==> config.mk <==
export PLATFORM = sky130hd
export DESIGN_NAME = lsr_status
export DESIGN_NICKNAME = d
export VERILOG_FILES = /design/src/lsr_status.v
export VERILOG_INCLUDE_DIRS = /design/src
export SDC_FILE = /design/constraint.sdc
export NUM_CORES = 1
export LEC_CHECK = 0
export BUFFER_PORTS_ARGS = -buffer_cell sky130_fd_sc_hd__buf_2
export CORE_AREA = 3 3 115 62
export CTS_BUF_LIST = sky130_fd_sc_hd__clkbuf_16
export CTS_CLUSTER_SIZE = 20
export DETAILED_ROUTE_END_ITERATION = 8
export DIE_AREA = 0 0 118 65
export PLACE_DENSITY = 0.82
export SLEW_MARGIN = 30
export SYNTH_ARGS = -nofsm -noshare
export SYNTH_HDL_FRONTEND = slang
export SYNTH_SLANG_ARGS = --single-unit
==> constraint.sdc <==
create_clock -name MCLK -period 1.9 [get_ports MCLK]
set_clock_uncertainty 0.2 [all_clocks]
set_input_delay 0.095 -clock MCLK [delete_from_list [all_inputs] [get_ports MCLK]]
set_output_delay 0.095 -clock MCLK [all_outputs]
set_load 0.02 [all_outputs]
==> src/lsr_defs.vh <==
// Constants for the link status reporter: offsets, fields, resets
`ifndef LSR_DEFS_VH
`define LSR_DEFS_VH

// ------------------------------------------------------------
// Register byte offsets
// ------------------------------------------------------------
`define LSR_ADDR_W         8
`define LSR_OFF_STATUS     8'h00
`define LSR_OFF_INT_STAT   8'h04
`define LSR_OFF_INT_MASK   8'h08
`define LSR_OFF_DERR_CNT   8'h0c
`define LSR_OFF_CTRL       8'h10

// ------------------------------------------------------------
// Status bus field positions
// ------------------------------------------------------------
`define LSR_ST_W           16
`define LSR_BIT_LINK_UP    0
`define LSR_BIT_CAT_ERR    1
`define LSR_BIT_LINK_ERR   2
`define LSR_BIT_DATA_ERR   3
`define LSR_BIT_OVERSIZE   4
`define LSR_BIT_MRST       5

// ------------------------------------------------------------
// Event, control fields and reset values
// ------------------------------------------------------------
`define LSR_EV_W           5
`define LSR_CTRL_RESTART   0
`define LSR_INT_MASK_RST   5'h00
`define LSR_CTRL_RST       1'h1
`define LSR_CNT_W          16

`endif

==> src/lsr_status.v <==
// Link status reporter: status bus, crossings, event interrupt regs
`timescale 1ns/1ps
`include "lsr_defs.vh"

module lsr_status
#(
  parameter PRIO_PORT_EN   = 1,
  parameter PRIO_SIZE_TEST = 1
)
(
  input  wire                   MCLK,
  input  wire                   RST_N,
  // Recovered-domain indications
  input  wire                   LINK_UP_RX,
  input  wire                   CAT_ERR_RX,
  input  wire                   LINK_ERR_TGL_RX,
  input  wire                   DATA_ERR_TGL_RX,
  // System-domain oversize detect pulse
  input  wire                   OVERSIZE_DET,
  // Master reset pin, asynchronous to MCLK
  input  wire                   MASTER_RESET_LOW,
  // Register port
  input  wire [`LSR_ADDR_W-1:0] REG_ADDR,
  input  wire [31:0]            REG_WDATA,
  input  wire                   REG_WR,
  input  wire                   REG_RD,
  output wire [31:0]            REG_RDATA,
  // Status and system outputs
  output wire [`LSR_ST_W-1:0]   STATUS_PORT,
  output wire                   LINK_RESTART,
  output wire                   IRQ
);

  // ------------------------------------------------------------
  // Address decode
  // ------------------------------------------------------------

  // Shared decode for reads and writes
  function hit;
    input [`LSR_ADDR_W-1:0] a;
    input [`LSR_ADDR_W-1:0] off;
    begin
      hit = (a == off);
    end
  endfunction

  // ------------------------------------------------------------
  // Level crossings
  // ------------------------------------------------------------
  reg  lu_s1_q;
  reg  lu_s2_q;
  reg  mr_s1_q;
  reg  mr_s2_q;

  // Only the second flop is read; the first may go metastable
  // link up sync
  always @(posedge MCLK)
  begin
    if (!RST_N)
    begin
      lu_s1_q <= 1'b0;
      lu_s2_q <= 1'b0;
    end
    else
    begin
      lu_s1_q <= LINK_UP_RX;
      lu_s2_q <= lu_s1_q;
    end
  end

  always @(posedge MCLK)
  begin
    if (!RST_N)
    begin
      mr_s1_q <= 1'b0;
      mr_s2_q <= 1'b0;
    end
    else
    begin
      mr_s1_q <= MASTER_RESET_LOW;
      mr_s2_q <= mr_s1_q;
    end
  end

  // ------------------------------------------------------------
  // Catastrophic error capture
  // ------------------------------------------------------------
  reg  cat_q;

  // The condition is permanent, so a rare metastable first cycle
  // settles before anyone can act on it.
  // single capture flop
  always @(posedge MCLK)
  begin
    if (!RST_N)
      cat_q <= 1'b0;
    else
      cat_q <= CAT_ERR_RX;
  end

  // ------------------------------------------------------------
  // Pulse crossings by toggle
  // ------------------------------------------------------------
  reg  [2:0] le_sync_q;
  reg  [2:0] de_sync_q;
  reg        le_pulse_q;
  reg        de_pulse_q;

  // Toggles from the recovered side; two toggles inside one
  // MCLK sample window cancel, which is why pulses may merge.
  // toggle handshake
  always @(posedge MCLK)
  begin
    if (!RST_N)
    begin
      le_sync_q <= 3'h0;
      de_sync_q <= 3'h0;
    end
    else
    begin
      le_sync_q <= {le_sync_q[1:0], LINK_ERR_TGL_RX};
      de_sync_q <= {de_sync_q[1:0], DATA_ERR_TGL_RX};
    end
  end

  always @(posedge MCLK)
  begin
    if (!RST_N)
    begin
      le_pulse_q <= 1'b0;
      de_pulse_q <= 1'b0;
    end
    else
    begin
      le_pulse_q <= le_sync_q[1] ^ le_sync_q[2];
      de_pulse_q <= de_sync_q[1] ^ de_sync_q[2];
    end
  end

  // ------------------------------------------------------------
  // Oversize discard indication
  // ------------------------------------------------------------
  localparam OV_EN = (PRIO_PORT_EN != 0) && (PRIO_SIZE_TEST != 0);
  reg  ov_q;

  always @(posedge MCLK)
  begin
    if (!RST_N)
      ov_q <= 1'b0;
    else
      ov_q <= OV_EN ? OVERSIZE_DET : 1'b0;
  end

  // ------------------------------------------------------------
  // Status bus assembly
  // ------------------------------------------------------------
  wire [`LSR_ST_W-1:0] status_w;

  // Every bit from a flop or tied to zero, so observers never see a glitch
  // local state only
  assign status_w = {10'h000, mr_s2_q, ov_q, de_pulse_q, le_pulse_q,
                     cat_q, lu_s2_q};
  assign STATUS_PORT = status_w;

  // ------------------------------------------------------------
  // Control register and link restart
  // ------------------------------------------------------------
  reg  ctrl_q;
  reg  restart_q;
  wire wr_ctrl;

  assign wr_ctrl = REG_WR && hit(REG_ADDR, `LSR_OFF_CTRL);

  // Restart enable; software may hold it off for debug
  always @(posedge MCLK)
  begin
    if (!RST_N)
      ctrl_q <= `LSR_CTRL_RST;
    else if (wr_ctrl)
      ctrl_q <= REG_WDATA[`LSR_CTRL_RESTART];
  end

  // Request only; the link itself is restarted outside
  // restart on link error
  always @(posedge MCLK)
  begin
    if (!RST_N)
      restart_q <= 1'b0;
    else
      restart_q <= ctrl_q & le_pulse_q;
  end

  assign LINK_RESTART = restart_q;

  // ------------------------------------------------------------
  // Data error counter
  // ------------------------------------------------------------
  reg  [`LSR_CNT_W-1:0] derr_cnt_q;
  reg  [`LSR_CNT_W-1:0] derr_cnt_d;
  wire                  wr_cnt;

  assign wr_cnt = REG_WR && hit(REG_ADDR, `LSR_OFF_DERR_CNT);

  // rate hint only
  // Saturating; an error in the clearing cycle counts as one
  always @*
  begin
    derr_cnt_d = derr_cnt_q;
    if (wr_cnt)
      derr_cnt_d = {{(`LSR_CNT_W-1){1'b0}}, de_pulse_q};
    else if (de_pulse_q && (derr_cnt_q != {`LSR_CNT_W{1'b1}}))
      derr_cnt_d = derr_cnt_q + 1'b1;
  end

  always @(posedge MCLK)
  begin
    if (!RST_N)
      derr_cnt_q <= {`LSR_CNT_W{1'b0}};
    else
      derr_cnt_q <= derr_cnt_d;
  end

  // ------------------------------------------------------------
  // Interrupt status and mask
  // ------------------------------------------------------------
  reg  [`LSR_EV_W-1:0] ist_q;
  reg  [`LSR_EV_W-1:0] ist_d;
  reg  [`LSR_EV_W-1:0] imask_q;
  reg                  lu_prev_q;
  reg                  cat_prev_q;
  wire [`LSR_EV_W-1:0] ev_w;
  wire                 wr_ist;
  wire                 wr_imask;

  assign wr_ist   = REG_WR && hit(REG_ADDR, `LSR_OFF_INT_STAT);
  assign wr_imask = REG_WR && hit(REG_ADDR, `LSR_OFF_INT_MASK);

  // Edge history for level-type events
  always @(posedge MCLK)
  begin
    if (!RST_N)
    begin
      lu_prev_q  <= 1'b0;
      cat_prev_q <= 1'b0;
    end
    else
    begin
      lu_prev_q  <= lu_s2_q;
      cat_prev_q <= cat_q;
    end
  end

  // Events: link up rise, catastrophic rise, link, data, oversize
  assign ev_w = {ov_q, de_pulse_q, le_pulse_q,
                 cat_q & ~cat_prev_q, lu_s2_q & ~lu_prev_q};

  // Set beats a write-one-to-clear in the same cycle
  always @*
  begin
    ist_d = ist_q;
    if (wr_ist)
      ist_d = ist_q & ~REG_WDATA[`LSR_EV_W-1:0];
    ist_d = ist_d | ev_w;
  end

  always @(posedge MCLK)
  begin
    if (!RST_N)
    begin
      ist_q   <= {`LSR_EV_W{1'b0}};
      imask_q <= `LSR_INT_MASK_RST;
    end
    else
    begin
      ist_q <= ist_d;
      if (wr_imask)
        imask_q <= REG_WDATA[`LSR_EV_W-1:0];
    end
  end

  // Level interrupt, high while any enabled bit is pending
  assign IRQ = |(ist_q & imask_q);

  // ------------------------------------------------------------
  // Read port
  // ------------------------------------------------------------
  reg  [31:0] rdata_q;
  reg  [31:0] rdata_d;

  // Unmapped addresses read as zero
  always @*
  begin
    rdata_d = 32'h0000_0000;
    if (hit(REG_ADDR, `LSR_OFF_STATUS))
      rdata_d = {16'h0000, status_w};
    else if (hit(REG_ADDR, `LSR_OFF_INT_STAT))
      rdata_d = {27'h0000000, ist_q};
    else if (hit(REG_ADDR, `LSR_OFF_INT_MASK))
      rdata_d = {27'h0000000, imask_q};
    else if (hit(REG_ADDR, `LSR_OFF_DERR_CNT))
      rdata_d = {16'h0000, derr_cnt_q};
    else if (hit(REG_ADDR, `LSR_OFF_CTRL))
      rdata_d = {31'h00000000, ctrl_q};
  end

  // Zero otherwise, so a late sample cannot pick up stale data
  // Data held only in the cycle after the strobe
  always @(posedge MCLK)
  begin
    if (!RST_N)
      rdata_q <= 32'h0000_0000;
    else if (REG_RD)
      rdata_q <= rdata_d;
    else
      rdata_q <= 32'h0000_0000;
  end

  assign REG_RDATA = rdata_q;

endmodule

==> results.py, run 1 <==
metrics = {
    "worst_setup_path": {
        "startpoint_type": "flop",
        "crit_slowest_cell": "or4_4",
        "critPathTopFamily": "simple AND/OR/NAND/NOR gates",
        "cp_max_fo": 4,
        "path_class": "flop to flop",
        "worstPathCellList": "nand4_4 > or4_4 > or3_1 > a21oi_2",
        "endpoint_kind": "flop",
        "r2r_setup_slack_ns": 0.06,
        "critPathMaxStageDelay_ns": 0.56,
        "critPathArrivalTime_ns": 1.90,
        "path_buf_inv": 0,
        "cp.required_ns": 1.97,
    },
    "yosys": {
        "yosysWarningCount": 0,
        "seq_area_frac_synth": 0.4451,
        "ys_seq_elements": 60,
        "async_reset_ff_frac": 0,
        "synth_cells": 288,
        "synth_edf_count": 0,
        "synth_ff_type": "dfxtp_1",
        "synth.avg_cell_area_sq_um": 9.371,
        "ys_types": 45,
        "syn_area_sq_um": 2699,
    },
    "floorplan": {
        "core_sq_um": 6081,
        "die-width_um": 118,
        "pin_count": 100,
        "dieArea_sq_um": 7670,
        "die_y_um": 65,
        "rows": 20,
        "initial_core_util": 0.4438,
    },
    "global_route": {
        "grt_first_pass_wirelength_um": 10430,
        "grt_pass1_vias": 2223,
        "gr-total-overflow": 0,
        "antenna_found_initial": 0,
        "grtUsageTotal": 0.1767,
        "grt_max_degree": 24,
    },
    "clock_network": {
        "clock-sinks": 60,
        "cts_tree": "yes",
        "cts_made_buffers": 9,
        "root_buffer": "clkbuf_16",
        "clk_path_buf_depth": 2,
        "clkTransAtPathRegs_ns": 0.05,
        "post-cts-setup-buffers": 0,
        "clock_latency_ns": 0.33,
        "cts.htree.levels": 3,
    },
    "detailed_routing": {
        "drt-initial-drc-count": 164,
        "drt_pass1_iterations": 4,
        "wl_per_cell_um": 13.64,
        "drc": 0,
        "postRouteAntennaNets": 0,
        "viasPerCell": 4.966,
        "routed_wl_um": 6384,
        "vias": 2324,
    },
    "sta": {
        "rsz0062_at_grt": "true",
        "fmax_mhz": 544.8,
        "fin_crit_sh": 0.9661,
        "fin_crit_ns": 1.836,
        "hold-worst-slack_ns": 0.02128,
        "hold_violations": 0,
        "final_max_slew_viol_count": 0,
        "setup-violations-final": 0,
    },
    "pwr": {
        "vdd_drop_max_mv": 0.5993,
        "power_density_nw_per_um2": 842.6,
        "netSwitchingFraction": 0.2214,
        "power.share.sequential": 0.429,
        "switching_power_uw": 671.0,
        "internal_power_uw": 2360,
        "p_total_uw": 3031,
        "power.share.combinational": 0.075,
        "leakage_uw": 0.001577,
        "clockPowerShare": 0.496,
    },
    "place": {
        "place_area_sq_um": 3077,
        "io_buffers": 46,
        "gp_congestion": 0.8219,
        "hpwl_um": 4109,
    },
    "cells_and_area": {
        "nets": 427,
        "final_cell_mix": "dfxtp_1, buf_2, buf_4",
        "final_common_cell": "dfxtp_1",
        "layout-drive-gt1-share": 0.2842,
        "final_area_sq_um": 3597,
        "n_fill_cell": 527,
        "diodes": 0,
        "area_growth_pct": 33.29,
    },
    "hold_path": {
        "holdCritPathClass": "primary input to flop",
    },
    "flow_run": {
        "cap_violations": 0,
    },
    "outcome": {
        "status": "finished, final reports clean",
    },
}
state kept, by name (all words and copies together), names as in the netlist, 3 cells and up:
name,count
REG_RDATA,16
derr_cnt_q,16
ist_q,5
de_sync_q,3
imask_q,5
le_sync_q,3
path summary, 6_finish.rpt:
path	cells after the start	endpoint	startpoint
worst max-delay path	4	derr_cnt_q[11]	derr_cnt_q[7]
worst min-delay path	5	ctrl_q	REG_ADDR[1]
worst max register to register	4	derr_cnt_q[11]	derr_cnt_q[7]
worst min register to register	1	lu_s2_q	lu_s1_q
layer usage:
layer  GRT usage  part of all wire
met5           0                 0
met4      0.1051             0.027
met3     0.07236             0.070
met2      0.3002              0.49
met1      0.1880              0.41
cell type report:
cell class	instances	area, sq um	area share
flip-flops and latches	60	1204	0.3346
clock inverters	6	50.05	0.01391
well taps	88	110.1	0.03061
inverters	7	26.28	0.007304
repair buffers	95	663.1	0.1843
multi-input cells	203	1319	0.3666
clock buffers	9	225.2	0.06261
per-stage QoR:
| step | TNS (ns) | cells | worst slack (ns) | utilization |
|---|---|---|---|---|
| finish | 0 | 468 | 0.06440 | 0.5916 |
| global route | -0.0008302 | 468 | -0.0008302 | 0.5916 |
| CTS | 0 | 469 | 0.01903 | 0.5864 |
| detailed placement | 0 | 433 | 0.0006758 | 0.5060 |
| global placement | 0 | 433 | 0.009050 | 0.5060 |
| floorplan | 0 | 313 | 0.01202 | - |
worst register-to-register path, delay by kind of cell, from the launching register on:
kind / cells / cell delay [ns]
flip-flops: 1 / 0.38
AND/OR/NAND/NOR: 3 / 1.06
AO/OA/AOI/OAI: 1 / 0.13
cells in the mapped netlist, types with 2 or more instances:
master	instances	area, sq um
a21boi_0	7	52.55
o21a_1	6	45.04
nor3_1	8	40.04
and2_1	23	143.9
buf_2	3	15.01
buf_4	33	247.7
nand4_1	7	43.79
a21oi_1	7	35.03
a31o_1	2	17.52
and4_1	3	26.28
a31oi_1	3	18.77
nor4_1	6	37.54
dfxtp_1	60	1201
inv_1	7	26.28
o21ai_0	3	15.01
mux2i_1	12	120.1
or4_1	4	30.03
clkbuf_1	7	26.28
nor2b_1	4	25.02
nand3b_1	2	15.01
nor2_1	24	90.09
nand3_1	8	40.04
or3_1	3	18.77
nand2_1	11	41.29
a2111oi_2	4	60.06
xnor2_1	3	26.28
nand2b_1	3	18.77
a211oi_1	4	30.03
and3_1	3	18.77
a41oi_1	3	26.28
power groups by stage:
stage	clock (uW)	combinational [uW]	sequential (uW)
floorplan	0	168	1320
global placement	0	178	1320
detailed placement	0	182	1320
CTS	1550	213	1300
global route	1610	247	1300
finish	1500	227	1300
cells by family after synthesis:
| kind of cell | synth area share |
|---|---|
| simple gates | 0.2439 |
| flops | 0.4451 |
| buf+inv | 0.1168 |
| compound gates | 0.1340 |
| mux | 0.04451 |
| xor+xnor | 0.009738 |
| fa+ha+maj | 0.004635 |
| other cells | 0.001389 |
timing repair:
action,4_1_cts,5_1_grt
endpoints found under the setup margin,2,24
hold buffers,21,0
endpoints found under the hold margin,19,0
pin swaps,0,2
resized for setup,1,13
Note: power is estimated with default switching activity, not from simulation.
==> run 2, diff against run 1 <==
--- a/config.mk
+++ b/config.mk
@@ -8,7 +8,7 @@
 export LEC_CHECK = 0
 export BUFFER_PORTS_ARGS = -buffer_cell sky130_fd_sc_hd__buf_2
 export CORE_AREA = 3 3 115 62
-export CTS_BUF_LIST = sky130_fd_sc_hd__clkbuf_16
+export CTS_BUF_LIST = sky130_fd_sc_hd__clkbuf_8 sky130_fd_sc_hd__clkbuf_16
 export CTS_CLUSTER_SIZE = 20
 export DETAILED_ROUTE_END_ITERATION = 8
 export DIE_AREA = 0 0 118 65
==> run 2 against run 1 <==
Combinational power barely moved. Final cell count unchanged. Sequential share of layout area fell by 0.093 points. Clock power grew 3%. Critical path depth unchanged. Clock-buffer cell count up 1. Hold slack improved by 0.0034 ns. Power grew 1.3%. Worst setup slack gained 0.0013 ns. Sequential power about the same. Largest power group unchanged.
==> results.py, run 2 (synthesis gave the netlist of run 1 again) <==
metrics = {
    "global_route": {
        "grtUsageTotal": 0.1757,
        "gr-total-overflow": 0,
        "antenna_found_initial": 0,
        "grt_max_degree": 24,
        "grt.met3_usage": 0.07236,
        "use_met1": 0.1870,
        "grt_first_pass_wirelength_um": 10370,
        "grt-busiest-layer": "met2",
        "grt_pass1_vias": 2219,
        "globalRouteMet2Util": 0.2981,
    },
    "worst_setup_path": {
        "worst_r2r_startpoint": "derr_cnt_q[7]",
        "cp_max_fo": 4,
        "r2r_end": "derr_cnt_q[11]",
        "path_class": "flop to flop",
        "startpoint_type": "flop",
        "reg2regPathDepth": 4,
        "crit_start": "derr_cnt_q[7]",
        "crit_end": "derr_cnt_q[11]",
        "endpoint_kind": "flop",
        "r2r_setup_slack_ns": 0.07,
        "cp.required_ns": 1.97,
        "critPathArrivalTime_ns": 1.90,
    },
    "pwr": {
        "p_total_uw": 3072,
        "leakage_uw": 0.001582,
        "vdd_drop_max_mv": 0.5994,
        "power_density_nw_per_um2": 851.5,
    },
    "flow_run": {
        "cap_violations": 0,
    },
    "detailed_routing": {
        "drt_pass1_iterations": 4,
        "drt-initial-drc-count": 188,
        "wl_per_cell_um": 13.56,
        "drc": 0,
        "postRouteAntennaNets": 0,
        "vias": 2331,
        "routed_wl_um": 6347,
        "viasPerCell": 4.981,
    },
    "place": {
        "hpwl_um": 4109,
        "gp_congestion": 0.8219,
        "io_buffers": 46,
        "pre_cts_slack_ns": 0.0006758,
        "dp.cells": 433,
    },
    "floorplan": {
        "die_y_um": 65,
        "initial_core_util": 0.4438,
        "pin_count": 100,
        "die-width_um": 118,
        "core_sq_um": 6081,
        "dieArea_sq_um": 7670,
        "rows": 20,
    },
    "outcome": {
        "status": "finished, final reports clean",
    },
    "cells_and_area": {
        "nets": 427,
        "finalNonFillerCells": 468,
        "area_growth_pct": 33.66,
        "final_cell_mix": "dfxtp_1, buf_2, buf_4",
        "final_common_cell": "dfxtp_1",
        "n_fill_cell": 522,
        "diodes": 0,
        "layout-drive-gt1-share": 0.2868,
    },
    "sta": {
        "fmax_mhz": 545.2,
        "hold_violations": 0,
        "final_max_slew_viol_count": 0,
        "rsz0062_at_grt": "true",
        "setup_tns_ns": 0,
        "hold-worst-slack_ns": 0.02464,
        "worst_slack_ns": 0.06572,
        "fin_crit_ns": 1.834,
        "fin_crit_sh": 0.9654,
        "setup-violations-final": 0,
    },
    "clock_network": {
        "cts_made_buffers": 9,
        "cts_tree": "yes",
        "clk_path_buf_depth": 2,
        "clock_latency_ns": 0.33,
        "clock-sinks": 60,
        "clkTransAtPathRegs_ns": 0.05,
        "root_buffer": "clkbuf_16",
        "cts.htree.levels": 3,
    },
    "hold_path": {
        "holdCritPathClass": "primary input to flop",
    },
}
==> run 2: power by group <==
part	switching, uW	internal, uW	leakage [uW]
Clock	523	1020	0.000152
Combinational	134	93.3	0.000942
Sequential	14.4	1280	0.000488
==> run 2: worst max-delay path, cell delays in order (launching register included) <==
cell and delay, ns:
dfxtp_1 0.38, nand4_4 0.13, or4_4 0.56, or3_1 0.37
a21oi_2 0.13
==> run 2: what timing repair did <==
action | in CTS | in global routing
setup endpoints to repair | 2 | 24
buffers inserted | 0 | 0
resized for setup | 1 | 13
hold buffers | 21 | 0
hold endpoints to repair | 19 | 0
pin swaps | 0 | 2
==> run 2: worst min-delay path by stage <==
| stage | startpoint | endpoint | slack, ns | cells after the start |
|---|---|---|---|---|
| floorplan | REG_WDATA[0] | ctrl_q | 0.02 | 2 |
| global placement | CAT_ERR_RX | cat_q | 0.10 | 2 |
| detailed placement | LINK_ERR_TGL_RX | le_sync_q[0] | 0.10 | 2 |
| CTS | REG_ADDR[6] | REG_RDATA[1] | 0.11 | 5 |
| global route | REG_ADDR[1] | ctrl_q | 0.07 | 5 |
| finish | REG_ADDR[0] | ctrl_q | 0.02 | 5 |
==> run 2: final cells by class <==
| cell class | instances | area, sq um | share of cell area |
|---|---|---|---|
| clock buffers | 10 | 239.0 | 0.06625 |
| clock inverters | 5 | 46.29 | 0.01283 |
| inverters | 7 | 26.28 | 0.007284 |
| multi-input cells | 203 | 1319 | 0.3656 |
| flip-flops and latches | 60 | 1204 | 0.3337 |
| well taps | 88 | 110.1 | 0.03052 |
| repair buffers | 95 | 663.1 | 0.1838 |
==> run 2: layer usage <==
metal | vias up | wire length, um
met5 | - | 0
met4 | 0 | 176
met3 | 23 | 449
met2 | 92 | 3086
met1 | 1077 | 2635
li1 | 1139 | -
==> run 2: metrics by stage <==
step,area [sq um],utilization
final,3607,0.5932
after detailed placement,3077,0.5060
after CTS,3576,0.5881
after global placement,3077,0.5060
after floorplan,2795,-
after global routing,3607,0.5932
==> run 3, diff against run 2 <==
--- a/config.mk
+++ b/config.mk
@@ -12,7 +12,7 @@
 export CTS_CLUSTER_SIZE = 20
 export DETAILED_ROUTE_END_ITERATION = 8
 export DIE_AREA = 0 0 118 65
-export PLACE_DENSITY = 0.82
+export PLACE_DENSITY = 0.74
 export SLEW_MARGIN = 30
 export SYNTH_ARGS = -nofsm -noshare
 export SYNTH_HDL_FRONTEND = slang
==> run 3 against run 2 <==
Wire length down 0.32%. Sequential power hardly changed. Non-clock buffer count fell by 1. Register-to-register slack hardly changed. Die area unchanged. First-iteration DRC count fell by 34%. Hold slack better by 0.015 ns. Fmax rose by 0.19%.
==> results.py, run 3 (synthesis gave the netlist of run 1 again) <==
metrics = {
    "sta": {
        "fin_crit_sh": 0.9636,
        "fin_crit_ns": 1.831,
        "worst_slack_ns": 0.06920,
        "hold_violations": 0,
        "setup-violations-final": 0,
        "final_max_slew_viol_count": 0,
        "fmax_mhz": 546.2,
    },
    "worst_setup_path": {
        "critPathMaxStageDelay_ns": 0.57,
        "r2r_setup_slack_ns": 0.07,
        "worst_r2r_startpoint": "derr_cnt_q[6]",
        "critPathTopFamily": "simple AND/OR/NAND/NOR gates",
        "cp_max_fo": 4,
        "endpoint_kind": "flop",
        "reg2regPathDepth": 4,
        "cp.required_ns": 1.96,
        "startpoint_type": "flop",
        "critPathArrivalTime_ns": 1.89,
        "path_class": "flop to flop",
        "r2r_end": "derr_cnt_q[11]",
        "crit_slowest_cell": "or4_4",
        "worstPathCellList": "nand4_4 > or4_4 > or3_1 > a21oi_2",
        "path_buf_inv": 0,
    },
    "floorplan": {
        "die-width_um": 118,
        "initial_core_util": 0.4438,
        "dieArea_sq_um": 7670,
        "rows": 20,
        "die_y_um": 65,
        "core_sq_um": 6081,
        "pin_count": 100,
    },
    "cells_and_area": {
        "area_growth_pct": 33.66,
        "final_cell_mix": "dfxtp_1, buf_2, conb_1, buf_4, and2_1",
        "diodes": 0,
        "nets": 426,
        "final_common_cell": "dfxtp_1",
        "final_area_sq_um": 3607,
        "layout-drive-gt1-share": 0.2921,
    },
    "detailed_routing": {
        "drt-initial-drc-count": 125,
        "routed_wl_um": 6327,
        "viasPerCell": 4.921,
        "drc": 0,
        "wl_per_cell_um": 13.52,
        "vias": 2303,
        "drt_pass1_iterations": 4,
        "postRouteAntennaNets": 0,
    },
    "place": {
        "hpwl_um": 4161,
        "io_buffers": 46,
        "gp_congestion": 0.7908,
        "place_area_sq_um": 3047,
        "pre_cts_slack_ns": -0.05150,
    },
    "hold_path": {
        "holdCritPathClass": "primary input to flop",
        "hp-start": "REG_ADDR[3]",
        "hold_end": "REG_RDATA[6]",
        "holdPathStages": 4,
    },
    "clock_network": {
        "cts.htree.levels": 3,
        "clkTransAtPathRegs_ns": 0.05,
        "root_buffer": "clkbuf_16",
        "cts_tree": "yes",
        "cts_made_buffers": 9,
        "clk_path_buf_depth": 2,
        "clock_latency_ns": 0.33,
        "clock-sinks": 60,
    },
    "pwr": {
        "power_density_nw_per_um2": 845.6,
        "leakage_uw": 0.001588,
        "vdd_drop_max_mv": 0.3443,
    },
    "global_route": {
        "gr-total-overflow": 0,
        "grt_pass1_vias": 2157,
        "antenna_found_initial": 0,
        "grt_max_degree": 24,
        "grtUsageTotal": 0.1699,
        "grt_first_pass_wirelength_um": 10190,
    },
    "flow_run": {
        "cap_violations": 0,
    },
    "outcome": {
        "status": "finished, final reports clean",
    },
}
run 3: cell count changes in the layout (fill, tap and decap cells not counted), sizes merged:
cell,before,now
inv,10,9
clkbuf,10,9
buf,75,73
clkinv,1,3
dlygate4sd3,20,21
clkinvlp,0,1
run 3: worst max path at each step:
stage,start,endpoint,slack (ns),cells after the start
2_1_floorplan,derr_cnt_q[0],derr_cnt_q[9],0.01,6
3_3_place_gp,REG_ADDR[1],imask_q[0],-0.009,5
3_5_place_dp,REG_ADDR[1],imask_q[4],-0.05,5
4_1_cts,derr_cnt_q[0],derr_cnt_q[14],0.004,6
5_1_grt,derr_cnt_q[1],derr_cnt_q[12],-0.003,6
6_report,derr_cnt_q[6],derr_cnt_q[11],0.07,4
run 3: power by group:
group	internal, uW	switching (uW)	leakage [uW]	total (uW)
clock network	995	539	0.000148	1530
registers	1280	13.9	0.000489	1300
logic	91.4	127	0.000951	218
total	2370	680	0.00159	3050
run 3: per-stage QoR:
| step | utilization | TNS, ns | power [uW] | cells | hold WS (ns) |
|---|---|---|---|---|---|
| 2_1_floorplan | - | 0 | 1488 | 313 | 0.02011 |
| 3_3_place_gp | 0.5010 | -0.01410 | 1497 | 429 | 0.1018 |
| 3_5_place_dp | 0.5010 | -0.1644 | 1500 | 429 | 0.1049 |
| 4_1_cts | 0.5852 | 0 | 3083 | 467 | 0.0001780 |
| 5_1_grt | 0.5932 | -0.002610 | 3157 | 468 | 0.04623 |
| 6_report | 0.5932 | 0 | 3050 | 468 | 0.03964 |
run 3: tightest hold or removal path, stage by stage:
cell     delay (ns)
buf_2          0.13
nand2_1        0.08
buf_4          0.14
nor3_1         0.05
run 3: repair_timing:
action	CTS	global route
hold endpoints to repair	21	0
hold buffers	22	0
endpoints found under the setup margin	1	10
gates resized for setup	1	12
pin swaps	1	5
buffers inserted	0	2
run 3: layer usage:
metal,share of wire,track usage,vias to the layer above,wire length [um]
met4,0.015,0.08759,0,96
li1,-,-,1143,-
met1,0.44,0.1932,1061,2772
met2,0.48,0.2809,88,3045
met5,0,0,-,0
met3,0.065,0.06713,11,412
run 3: cell type report:
type                    count  area [sq um]
well taps                  88         110.1
inverters                   7         26.28
clock inverters             7         60.06
repair buffers             94         655.6
clock buffers               9         225.2
fillers                   506          2474
flip-flops and latches     60          1206
multi-input cells         203          1324
